`config.mk`:
```
export PLATFORM = sky130hd
export DESIGN_NAME = prer_event_resp
export DESIGN_NICKNAME = d
export VERILOG_FILES = /design/src/hdl/prer_event_resp.v
export VERILOG_INCLUDE_DIRS = /design/src /design/src/inc
export SDC_FILE = /design/constraint.sdc
export NUM_CORES = 1
export LEC_CHECK = 0
export BUFFER_PORTS_ARGS = -buffer_cell sky130_fd_sc_hd__buf_2
export CORE_AREA = 5 5 204 206
export DETAILED_ROUTE_END_ITERATION = 10
export DIE_AREA = 0 0 209 211
export PLACE_DENSITY_LB_ADDON = 0.25
export SLEW_MARGIN = 5
export SYNTH_ARGS = -nofsm -noshare
export SYNTH_HDL_FRONTEND = slang
export SYNTH_SLANG_ARGS = --single-unit
```
`constraint.sdc`:
```
create_clock -name clk -period 3.25 [get_ports clk]
set_input_delay 0.65 -clock clk [delete_from_list [all_inputs] [get_ports clk]]
set_output_delay 0.65 -clock clk [all_outputs]
set_load 0.03 [all_outputs]
```
`src/inc/prer_regs.vh`:
```
// Register offsets, field positions, reset values and codes of the page request event block
`ifndef PRER_REGS_VH
`define PRER_REGS_VH

// Register offsets (word addresses on the plain register port)
`define PRER_ADDR_STATUS      4'h0
`define PRER_ADDR_EVCTL       4'h1
`define PRER_ADDR_TAIL        4'h2
`define PRER_ADDR_CMDQ_CFG    4'h3
`define PRER_ADDR_RESP_STAT   4'h4

// Request status register fields
`define PRER_STAT_PEND_BIT    0
`define PRER_STAT_OVFL_BIT    1

// Event control register fields
`define PRER_EVCTL_HELD_BIT   30
`define PRER_EVCTL_MASK_BIT   31

// Command queue configuration field
`define PRER_CFG_WIDE_BIT     11

// Reset values
`define PRER_EVCTL_RST        32'h8000_0000
`define PRER_CFG_RST          32'h0000_0000
`define PRER_EVCTL_MASK_RST   1'b1
`define PRER_CFG_WIDE_RST     1'b0

// Descriptor type code and field positions of a group response
`define PRER_TYPE_GRP_RESP    7'h09
`define PRER_DSC_FID_LSB      16
`define PRER_DSC_TAGP_BIT     32
`define PRER_DSC_PTAG_LSB     33
`define PRER_DSC_PDP_BIT      4
`define PRER_DSC_GIDX_LSB     64
`define PRER_DSC_CODE_LSB     76
`define PRER_DSC_LAST_BIT     75
`define PRER_DSC_PDATA_LSB    128

// Group status codes
`define PRER_CODE_SUCCESS     4'h0
`define PRER_CODE_INVALID     4'h1
`define PRER_CODE_FAILURE     4'hf

`endif

```
`src/hdl/prer_event_resp.v`:
```
// Page request event logic and page group response decoder
//
// Operation
// Descriptor write sets pending request flag
// Queue full sets queue overflow flag
// Either flag set suppresses new event
// Otherwise set held flag, check mask
// Mask clear: interrupt, clear held flag
// Mask set: no interrupt, keep held
// Unmask with held set: interrupt, clear
// Both flags cleared: drop held silently
// Descriptor visible before its interrupt
// Tail read waits for delivered requests; tail reads here answer next cycle without waiting for requests in flight
// Status reads first commit pending interrupt; reads here answer next cycle without waiting for a queued interrupt
// Event interrupt goes direct, unremapped
// Accepted at issue, delivered after tail
// Narrow command queue: invalid descriptor error
// Seven bit type, 9h is response
// One response message per descriptor
// Identifier: bus high, device/function low
// Ignore private data / tag when absent
// Status codes 0h, 1h, Fh only; other codes are passed on here, flagged in code_bad_ff
// Private data requests get private replies
// Final response after whole group serviced
// Software copies request fields unchanged
// Write at tail, then advance tail
// Evaluate once, using pre-event flags
//
// Our own choices: the plain strobed port and the placing of the registers.
`timescale 1ns/1ps
`include "prer_regs.vh"

module prer_event_resp #(
    parameter TAIL_W = 16
) (
    // Clock and reset
    input  wire         clk,
    input  wire         rst_b,
    // Register port
    input  wire [3:0]   reg_addr,
    input  wire [31:0]  reg_wdata,
    input  wire         reg_wr,
    input  wire         reg_rd,
    output reg  [31:0]  reg_rdata_ff,
    // Request log queue writer
    input  wire         req_issue,
    input  wire         req_visible,
    input  wire         req_queue_full,
    output reg  [TAIL_W-1:0] queue_tail_ff,
    // Command queue descriptors
    input  wire         dsc_valid,
    input  wire [255:0] dsc_data,
    output reg          dsc_invalid_ff,
    // Response message to endpoint
    output reg          resp_valid_ff,
    output reg  [7:0]   resp_bus_ff,
    output reg  [7:0]   resp_devfn_ff,
    output reg          resp_tag_present_ff,
    output reg  [19:0]  resp_process_tag_ff,
    output reg  [8:0]   resp_group_index_ff,
    output reg  [3:0]   resp_status_code_ff,
    output reg          resp_final_ff,
    output reg          resp_private_ff,
    output reg  [127:0] resp_private_data_ff,
    // Event interrupt, direct delivery
    output reg          event_irq_ff
);

    reg                 pending_request_flag_ff;
    reg                 queue_overflow_flag_ff;
    reg                 event_held_flag_ff;
    reg                 event_mask_bit_ff;
    reg                 wide_entry_select_ff;
    reg  [3:0]          last_code_ff;
    reg                 code_bad_ff;
    reg  [7:0]          inflight_ff;
    reg                 irq_want_ff;

    wire wr_status = reg_wr && reg_addr == `PRER_ADDR_STATUS;
    wire wr_evctl  = reg_wr && reg_addr == `PRER_ADDR_EVCTL;
    wire wr_cfg    = reg_wr && reg_addr == `PRER_ADDR_CMDQ_CFG;

    // Flags seen before this cycle's update
    wire any_flag  = pending_request_flag_ff | queue_overflow_flag_ff;
    wire event_in  = req_issue | req_queue_full;
    wire raise     = event_in && !any_flag;
    wire all_done  = inflight_ff == 8'h00;

    // Write-one-to-clear of the status flags, set wins
    wire clr_pend  = wr_status && reg_wdata[`PRER_STAT_PEND_BIT];
    wire clr_ovfl  = wr_status && reg_wdata[`PRER_STAT_OVFL_BIT];
    wire nxt_pend  = req_issue | (pending_request_flag_ff & ~clr_pend);
    wire nxt_ovfl  = req_queue_full | (queue_overflow_flag_ff & ~clr_ovfl);
    wire nxt_mask  = wr_evctl ? reg_wdata[`PRER_EVCTL_MASK_BIT] : event_mask_bit_ff;
    wire unmask    = event_mask_bit_ff && !nxt_mask;

    // Descriptor decode
    wire [6:0] dsc_type = {dsc_data[11:9], dsc_data[3:0]};
    wire       is_resp  = dsc_valid && dsc_type == `PRER_TYPE_GRP_RESP;
    wire [3:0] dsc_code = dsc_data[`PRER_DSC_CODE_LSB +: 4];
    wire       dsc_tagp = dsc_data[`PRER_DSC_TAGP_BIT];
    wire       dsc_pdp  = dsc_data[`PRER_DSC_PDP_BIT];

    // Event state
    always @(posedge clk or negedge rst_b) begin
        if (!rst_b) begin
            pending_request_flag_ff <= 1'b0;
            queue_overflow_flag_ff  <= 1'b0;
            event_held_flag_ff      <= 1'b0;
            event_mask_bit_ff       <= `PRER_EVCTL_MASK_RST;
            irq_want_ff             <= 1'b0;
            event_irq_ff            <= 1'b0;
            inflight_ff             <= 8'h00;
            queue_tail_ff           <= {TAIL_W{1'b0}};
        end else begin
            pending_request_flag_ff <= nxt_pend;
            queue_overflow_flag_ff  <= nxt_ovfl;
            event_mask_bit_ff       <= nxt_mask;
            // Accepted at issue, delivered when visible
            inflight_ff <= inflight_ff + {7'h00, req_issue} - {7'h00, req_visible};
            if (req_visible) begin
                queue_tail_ff <= queue_tail_ff + {{(TAIL_W-1){1'b0}}, 1'b1};
            end
            event_irq_ff <= 1'b0;
            if (raise && nxt_mask) begin
                event_held_flag_ff <= 1'b1;
            end else if (raise || (unmask && event_held_flag_ff)) begin
                // Interrupt queued until every accepted request is delivered
                event_held_flag_ff <= 1'b0;
                irq_want_ff        <= 1'b1;
            end else if (event_held_flag_ff && !nxt_pend && !nxt_ovfl) begin
                event_held_flag_ff <= 1'b0;
            end
            // Direct pulse, no remapping stage
            if (irq_want_ff && all_done && !req_issue) begin
                irq_want_ff  <= 1'b0;
                event_irq_ff <= 1'b1;
            end
        end
    end

    // Register reads answer next cycle; no wait states, so tail only shows delivered work
    always @(posedge clk or negedge rst_b) begin
        if (!rst_b) begin
            reg_rdata_ff <= 32'h0000_0000;
            wide_entry_select_ff <= `PRER_CFG_WIDE_RST;
        end else begin
            if (wr_cfg) begin
                wide_entry_select_ff <= reg_wdata[`PRER_CFG_WIDE_BIT];
            end
            reg_rdata_ff <= 32'h0000_0000;
            if (reg_rd) begin
                case (reg_addr)
                    `PRER_ADDR_STATUS:
                        reg_rdata_ff <= {30'h0, queue_overflow_flag_ff,
                                         pending_request_flag_ff};
                    `PRER_ADDR_EVCTL:
                        reg_rdata_ff <= {event_mask_bit_ff, event_held_flag_ff, 30'h0};
                    `PRER_ADDR_TAIL:
                        reg_rdata_ff <= {{(32-TAIL_W){1'b0}}, queue_tail_ff};
                    `PRER_ADDR_CMDQ_CFG:
                        reg_rdata_ff <= {20'h0, wide_entry_select_ff, 11'h0};
                    `PRER_ADDR_RESP_STAT:
                        reg_rdata_ff <= {27'h0, code_bad_ff, last_code_ff};
                    default:
                        reg_rdata_ff <= 32'h0000_0000;
                endcase
            end
        end
    end

    // Group response decode
    always @(posedge clk or negedge rst_b) begin
        if (!rst_b) begin
            dsc_invalid_ff       <= 1'b0;
            resp_valid_ff        <= 1'b0;
            resp_bus_ff          <= 8'h00;
            resp_devfn_ff        <= 8'h00;
            resp_tag_present_ff  <= 1'b0;
            resp_process_tag_ff  <= 20'h00000;
            resp_group_index_ff  <= 9'h000;
            resp_status_code_ff  <= 4'h0;
            resp_final_ff        <= 1'b0;
            resp_private_ff      <= 1'b0;
            resp_private_data_ff <= 128'h0;
            last_code_ff         <= 4'h0;
            code_bad_ff          <= 1'b0;
        end else begin
            resp_valid_ff  <= 1'b0;
            dsc_invalid_ff <= 1'b0;
            if (is_resp && !wide_entry_select_ff) begin
                dsc_invalid_ff <= 1'b1;
            end else if (is_resp) begin
                resp_valid_ff       <= 1'b1;
                resp_bus_ff         <= dsc_data[`PRER_DSC_FID_LSB+8 +: 8];
                resp_devfn_ff       <= dsc_data[`PRER_DSC_FID_LSB +: 8];
                resp_tag_present_ff <= dsc_tagp;
                resp_process_tag_ff <= dsc_tagp ? dsc_data[`PRER_DSC_PTAG_LSB +: 20]
                                                : 20'h00000;
                resp_group_index_ff <= dsc_data[`PRER_DSC_GIDX_LSB +: 9];
                resp_status_code_ff <= dsc_code;
                resp_final_ff       <= dsc_data[`PRER_DSC_LAST_BIT];
                resp_private_ff     <= dsc_pdp;
                resp_private_data_ff <= dsc_pdp ? dsc_data[`PRER_DSC_PDATA_LSB +: 128]
                                                : 128'h0;
                last_code_ff        <= dsc_code;
                // Reserved codes are passed on but flagged for software
                code_bad_ff <= !(dsc_code == `PRER_CODE_SUCCESS ||
                                 dsc_code == `PRER_CODE_INVALID ||
                                 dsc_code == `PRER_CODE_FAILURE);
            end
        end
    end

endmodule

```
# After elaboration in Yosys (flattened, before gate mapping)
# Cells that the tools add are included.
word_totals:
  register_bits: 246
  out_inout_bits: 231
classes:
  n_eq_ne: 8
  bitwise: 9
  reduce_logical: 32
  n_mux: 15
  addsub: 3
op_table:
  columns: ["op", "n"]
  rows:
  - ["case mux 32 bit (5 select lines)", 1]
  - ["two-way mux 128 bit", 1]
  - ["two-way mux 32 bit", 1]
  - ["two-way mux 20 bit", 1]
  - ["adder 16 x 1 -> 16 bit, second input constant", 1]
  - ["logical AND 1 bit", 15]
  - ["two-way mux 1 bit", 11]
  - ["adder 8 x 1 -> 8 bit", 1]
  - ["== test 4 x 1 -> 1 bit, second input constant", 2]
  - ["== test 4 x 2 -> 1 bit, second input constant", 2]
  - ["zero test 4 bit", 2]
  - ["zero test 8 bit", 1]
  - ["subtractor 8 x 1 -> 8 bit", 1]
  - ["== test 7 x 4 -> 1 bit, second input constant", 1]
  - ["zero test 1 bit", 7]
  - ["== test 4 x 3 -> 1 bit, second input constant", 1]
  - ["== test 4 bit, second input constant", 1]
  - ["bitwise OR 1 bit", 4]
  - ["AND reduction 2 bit", 2]
  - ["logical OR 1 bit", 3]
  - ["inverter 1 bit", 3]
  - ["nonzero test 3 bit", 1]
  - ["AND 1 bit", 2]
  - ["!= test 2 x 1 -> 1 bit, second input constant", 1]
  - ["nonzero test 2 bit", 1]

# Longest topological paths before layout
logic_depth:
  word_depth: 12
  mapped_depth: 10
  depth_no_buf: 10

# Worst setup path before layout
# Ideal clock, no wire load.
synth_path:
  path_kind: "in2reg"
  start: "input port req_visible"
  end: "register inflight_ff[6]"
  n_path_buf: 0
  arrival_ns: 2.134
  setup_time_ns: 0.151
  path_slack_ns: 0.965
  path_stages: 9
  path_cell_list: "ha_1 -> inv_1 -> ha_1 -> inv_1 -> fa_1 -> nand2b_1 -> a21oi_1 -> o21a_1 -> o311ai_0"
synth_via:
  elab_chain_cells: 1
synth_rtl:
  columns: ["item", "line", "rtl"]
  rows:
  - ["start: declaration", "prer_event_resp.v:47", "input wire req_visible,"]
  - ["subtractor 8 x 1 -> 8 bit", "prer_event_resp.v:120", "inflight_ff <= inflight_ff + {7'h00, req_issue} - {7'h00, req_visible};"]
  - ["end signal: assignment", "prer_event_resp.v:120", null]
  - ["end: declaration", "prer_event_resp.v:76", "reg [7:0] inflight_ff;"]
# Every way passes these cells.
# A chain may end at the register's enable or synchronous reset.

# Final worst setup path
layout_path:
  start: "register inflight_ff[0]"
  end: "register inflight_ff[6]"
layout_via:
  elab_chain_cells: 2
layout_rtl:
  columns: ["item", "line"]
  rows:
  - ["adder 8 x 1 -> 8 bit", "prer_event_resp.v:120"]
  - ["subtractor 8 x 1 -> 8 bit", "prer_event_resp.v:120"]
# Every way passes these cells.

==> impl_metrics.py <==
metrics = {
    "synthesis": {
        "post-synth-top-area-cell": "dfrtp_1",
        "synth.area.top_cells": "dfrtp_1, nand2_1, o21ai_0",
        "synth_top_cell_area_share": 0.597,
        "yosysSeqAreaShare": 0.599,
        "synthArstFlopShare": 1.00,
        "top_cells_by_instance_count_after_synthesis": "nand2_1, dfrtp_1, o21ai_0, clkbuf_1, mux2_4",
        "yosysUniqueCellTypes": 47,
        "synth.avg_cell_area_um2": 10.3,
        "yosys_warnings": 0,
        "synthMostInstantiatedCell": "nand2_1",
        "synth-seq-cells": 232,
        "synth_cells": 939,
        "synth-edff-count": 0,
        "ys_dominant_reg_cell": "dfrtp_1",
        "synthesis.area_mm2": 0.00969,
    },
    "route": {
        "drt_via_density": 4.11,
        "route.vias.total": 7806,
        "drcViolationCount": 0,
        "routed_wirelength_um": 29200,
        "initialDrtViolationCount": 318,
        "detail_route.first_pass.iterations": 6,
        "detail-route-antenna-nets": 0,
        "wire_per_inst_um": 15.4,
    },
    "clock_network": {
        "clock_tree.root_cell": "clkbuf_16",
        "cts_resized": 0,
        "h-tree-depth": 1,
        "clk_pin_slew_ns": 0.06,
        "cts_max_path_buffers": 3,
        "numClockSinks": 232,
        "cts_buffers": 27,
        "cts_setup_buffers": 0,
        "tritoncts": "built",
        "clock_insertion_delay_worst_skew_ns": 0.54,
        "cts-hold-fix-buffers": 0,
    },
    "global_routing": {
        "grt_start_max_net_pins": 89,
        "grt_overflow": 0,
        "grt_pass1_wl_um": 45600,
        "global_route.usage.total": 0.126,
        "antenna_found_initial": 2,
        "vias_in_the_first_global_route": 8095,
    },
    "run": {
        "timing.max_cap.violations": 0,
    },
    "timing": {
        "layout_min_cycle_time_ns": 2.21,
        "final.setup.tns_ns": 0,
        "timing.final.max_slew_violations": 0,
        "clock.fmax_mhz": 452,
        "fin_hold_ws_ns": 0.0898,
        "slew_limit_headroom": 0.543,
        "tightestPinTransition_ns": 0.686,
        "final_min_period_over_clock_period": 0.681,
        "fin_worst_skew_ns": 0.0221,
        "report.final.setup_viol": 0,
        "grt_setup_unrepaired": "no",
        "final_hold_viol_count": 0,
    },
    "placement": {
        "gpl_congestion": 0.791,
        "port_buffers": 419,
        "place.detailed.hpwl_um": 21600,
    },
    "floorplan": {
        "floorplan.rows": 73,
        "core_region_area_mm2": 0.0395,
        "full_die_area_mm2": 0.0441,
        "chipHeight_um": 211,
        "die_w_um": 209,
        "start_util": 0.246,
        "floorplan.io_pins": 531,
    },
    "finish": {
        "utilization": 0.335,
        "finish.net_count": 1665,
        "area_growth_pct": 36.3,
        "post_route_cells_drive_above_1_share": 0.378,
    },
    "worst_setup_path": {
        "path_max_fanout": 3,
        "cpPeakStageDelay_ns": 0.40,
        "path_common_cell": "inv_1",
        "timing.setup.critical_path_class": "flip-flop to flip-flop",
        "worst_path_max_delay_cell": "fa_1",
        "cell_chain_of_the_critical_path": "inv_1 > ha_1 > inv_1 > ha_1 > inv_1 > fa_1 > nand2b_1 > a21oi_1 > o21a_1 > o311ai_0",
        "cp-end-kind": "flip-flop",
        "worst-endpoint-required_ns": 3.65,
        "critPathArrivalTime_ns": 2.62,
        "critical_path.startpoint_type": "flip-flop",
    },
    "hold_path": {
        "worstHoldPathType": "input port to asynchronous set/reset pin",
    },
    "outcome": {
        "status": "finished, final reports clean",
    },
    "power": {
        "vdd_ir_drop_max_v": 0.000297,
        "leakagePower_uw": 0.00725,
        "p_per_area_mw_per_mm2": 566,
        "total_power_uw": 7480,
    },
}
==> worst paths after layout <==
check                                                       from                               endpoint  slack, ns  cells after the start
max reg2reg                             inflight_ff[0]$_DFF_PN0_               inflight_ff[6]$_DFF_PN0_       1.04                     10
max                                     inflight_ff[0]$_DFF_PN0_               inflight_ff[6]$_DFF_PN0_       1.04                     10
min reg2reg                resp_private_data_ff[116]$_DFFE_PN0P_  resp_private_data_ff[116]$_DFFE_PN0P_       0.47                      2
min in group clk                                    dsc_data[30]             resp_bus_ff[6]$_DFFE_PN0P_       0.33                      2
min                                                        rst_b     resp_group_index_ff[1]$_DFFE_PN0P_       0.09                      1
max in group asynchronous                                  rst_b             reg_rdata_ff[14]$_DFF_PN0_       2.32                      2
==> through the flow <==
step	std cells	area, um2	setup WS, ns
finish	1899	13200	1.04
global route	1898	13200	0.845
CTS	1897	13200	1.04
detailed placement	1848	12300	0.605
global placement	1848	12300	0.618
floorplan	952	9740	0.965
==> cell families after synthesis <==
group,after synthesis,synth area share
and+or+nand+nor,375,0.164
DFF,232,0.599
AOI/OAI and AO/OA,175,0.0959
buffers and inverters,87,0.0507
muxes,37,0.0549
xor gates and xnor gates,19,0.0172
adders and majority gates,13,0.0176
other,1,0.000387
==> state kept, by name, summed over array words and instances, names as in the netlist, 4 cells and up <==
name                  count
resp_private_data_ff    128
queue_tail_ff            16
last_code_ff              4
resp_process_tag_ff      20
inflight_ff               8
resp_bus_ff               8
reg_rdata_ff             18
resp_group_index_ff       9
resp_devfn_ff             8
==> where the power goes <==
group | leakage (uW) | switching (uW) | internal (uW)
clock network | 0.000423 | 1190 | 1770
registers | 0.00318 | 139 | 3060
logic | 0.00365 | 793 | 526
==> worst max-delay path: cells and delay by family (launching register included) <==
kind | cells | cell delay, ns
adder cells (fa/ha/maj) | 3 | 0.82
AO/OA/AOI/OAI | 3 | 0.57
flip-flops | 1 | 0.36
buffers and inverters | 3 | 0.17
AND/OR/NAND/NOR | 1 | 0.16
==> layer usage <==
layer	track usage	up-vias	share of wire	wire, um
met2	0.213	272	0.49	14300
met1	0.157	3610	0.41	12000
met3	0.0333	40	0.074	2150
li1	-	3884	-	-
met4	0.0430	0	0.025	733
met5	0	-	0	0
==> cells in the final DEF, fill, tap and decap left out, types with 4 or more instances in the layout <==
cell type / instances
ha_1: 12
inv_1: 19
nand3_1: 7
and3_1: 17
conb_1: 14
mux2_4: 31
dfrtp_1: 231
clkbuf_16: 27
a21oi_1: 6
a22oi_1: 5
xor2_1: 9
clkbuf_8: 7
buf_12: 8
xnor2_1: 10
nand2_1: 309
nor2_1: 17
o21ai_0: 151
mux2_2: 4
buf_4: 13
clkbuf_1: 11
nand4_1: 5
buf_2: 417
==> area by class of cell <==
class,count,area [um2]
Timing Repair Buffer,439,2360
Tap cell,525,657
Sequential cell,232,5810
Fill cell,4245,26200
Clock buffer,45,813
Antenna cell,2,5.00
Inverter,19,71.3
Clock inverter,4,48.8
Multi-Input combinational cell,633,3450
Note: power is estimated with default switching activity, not from simulation.
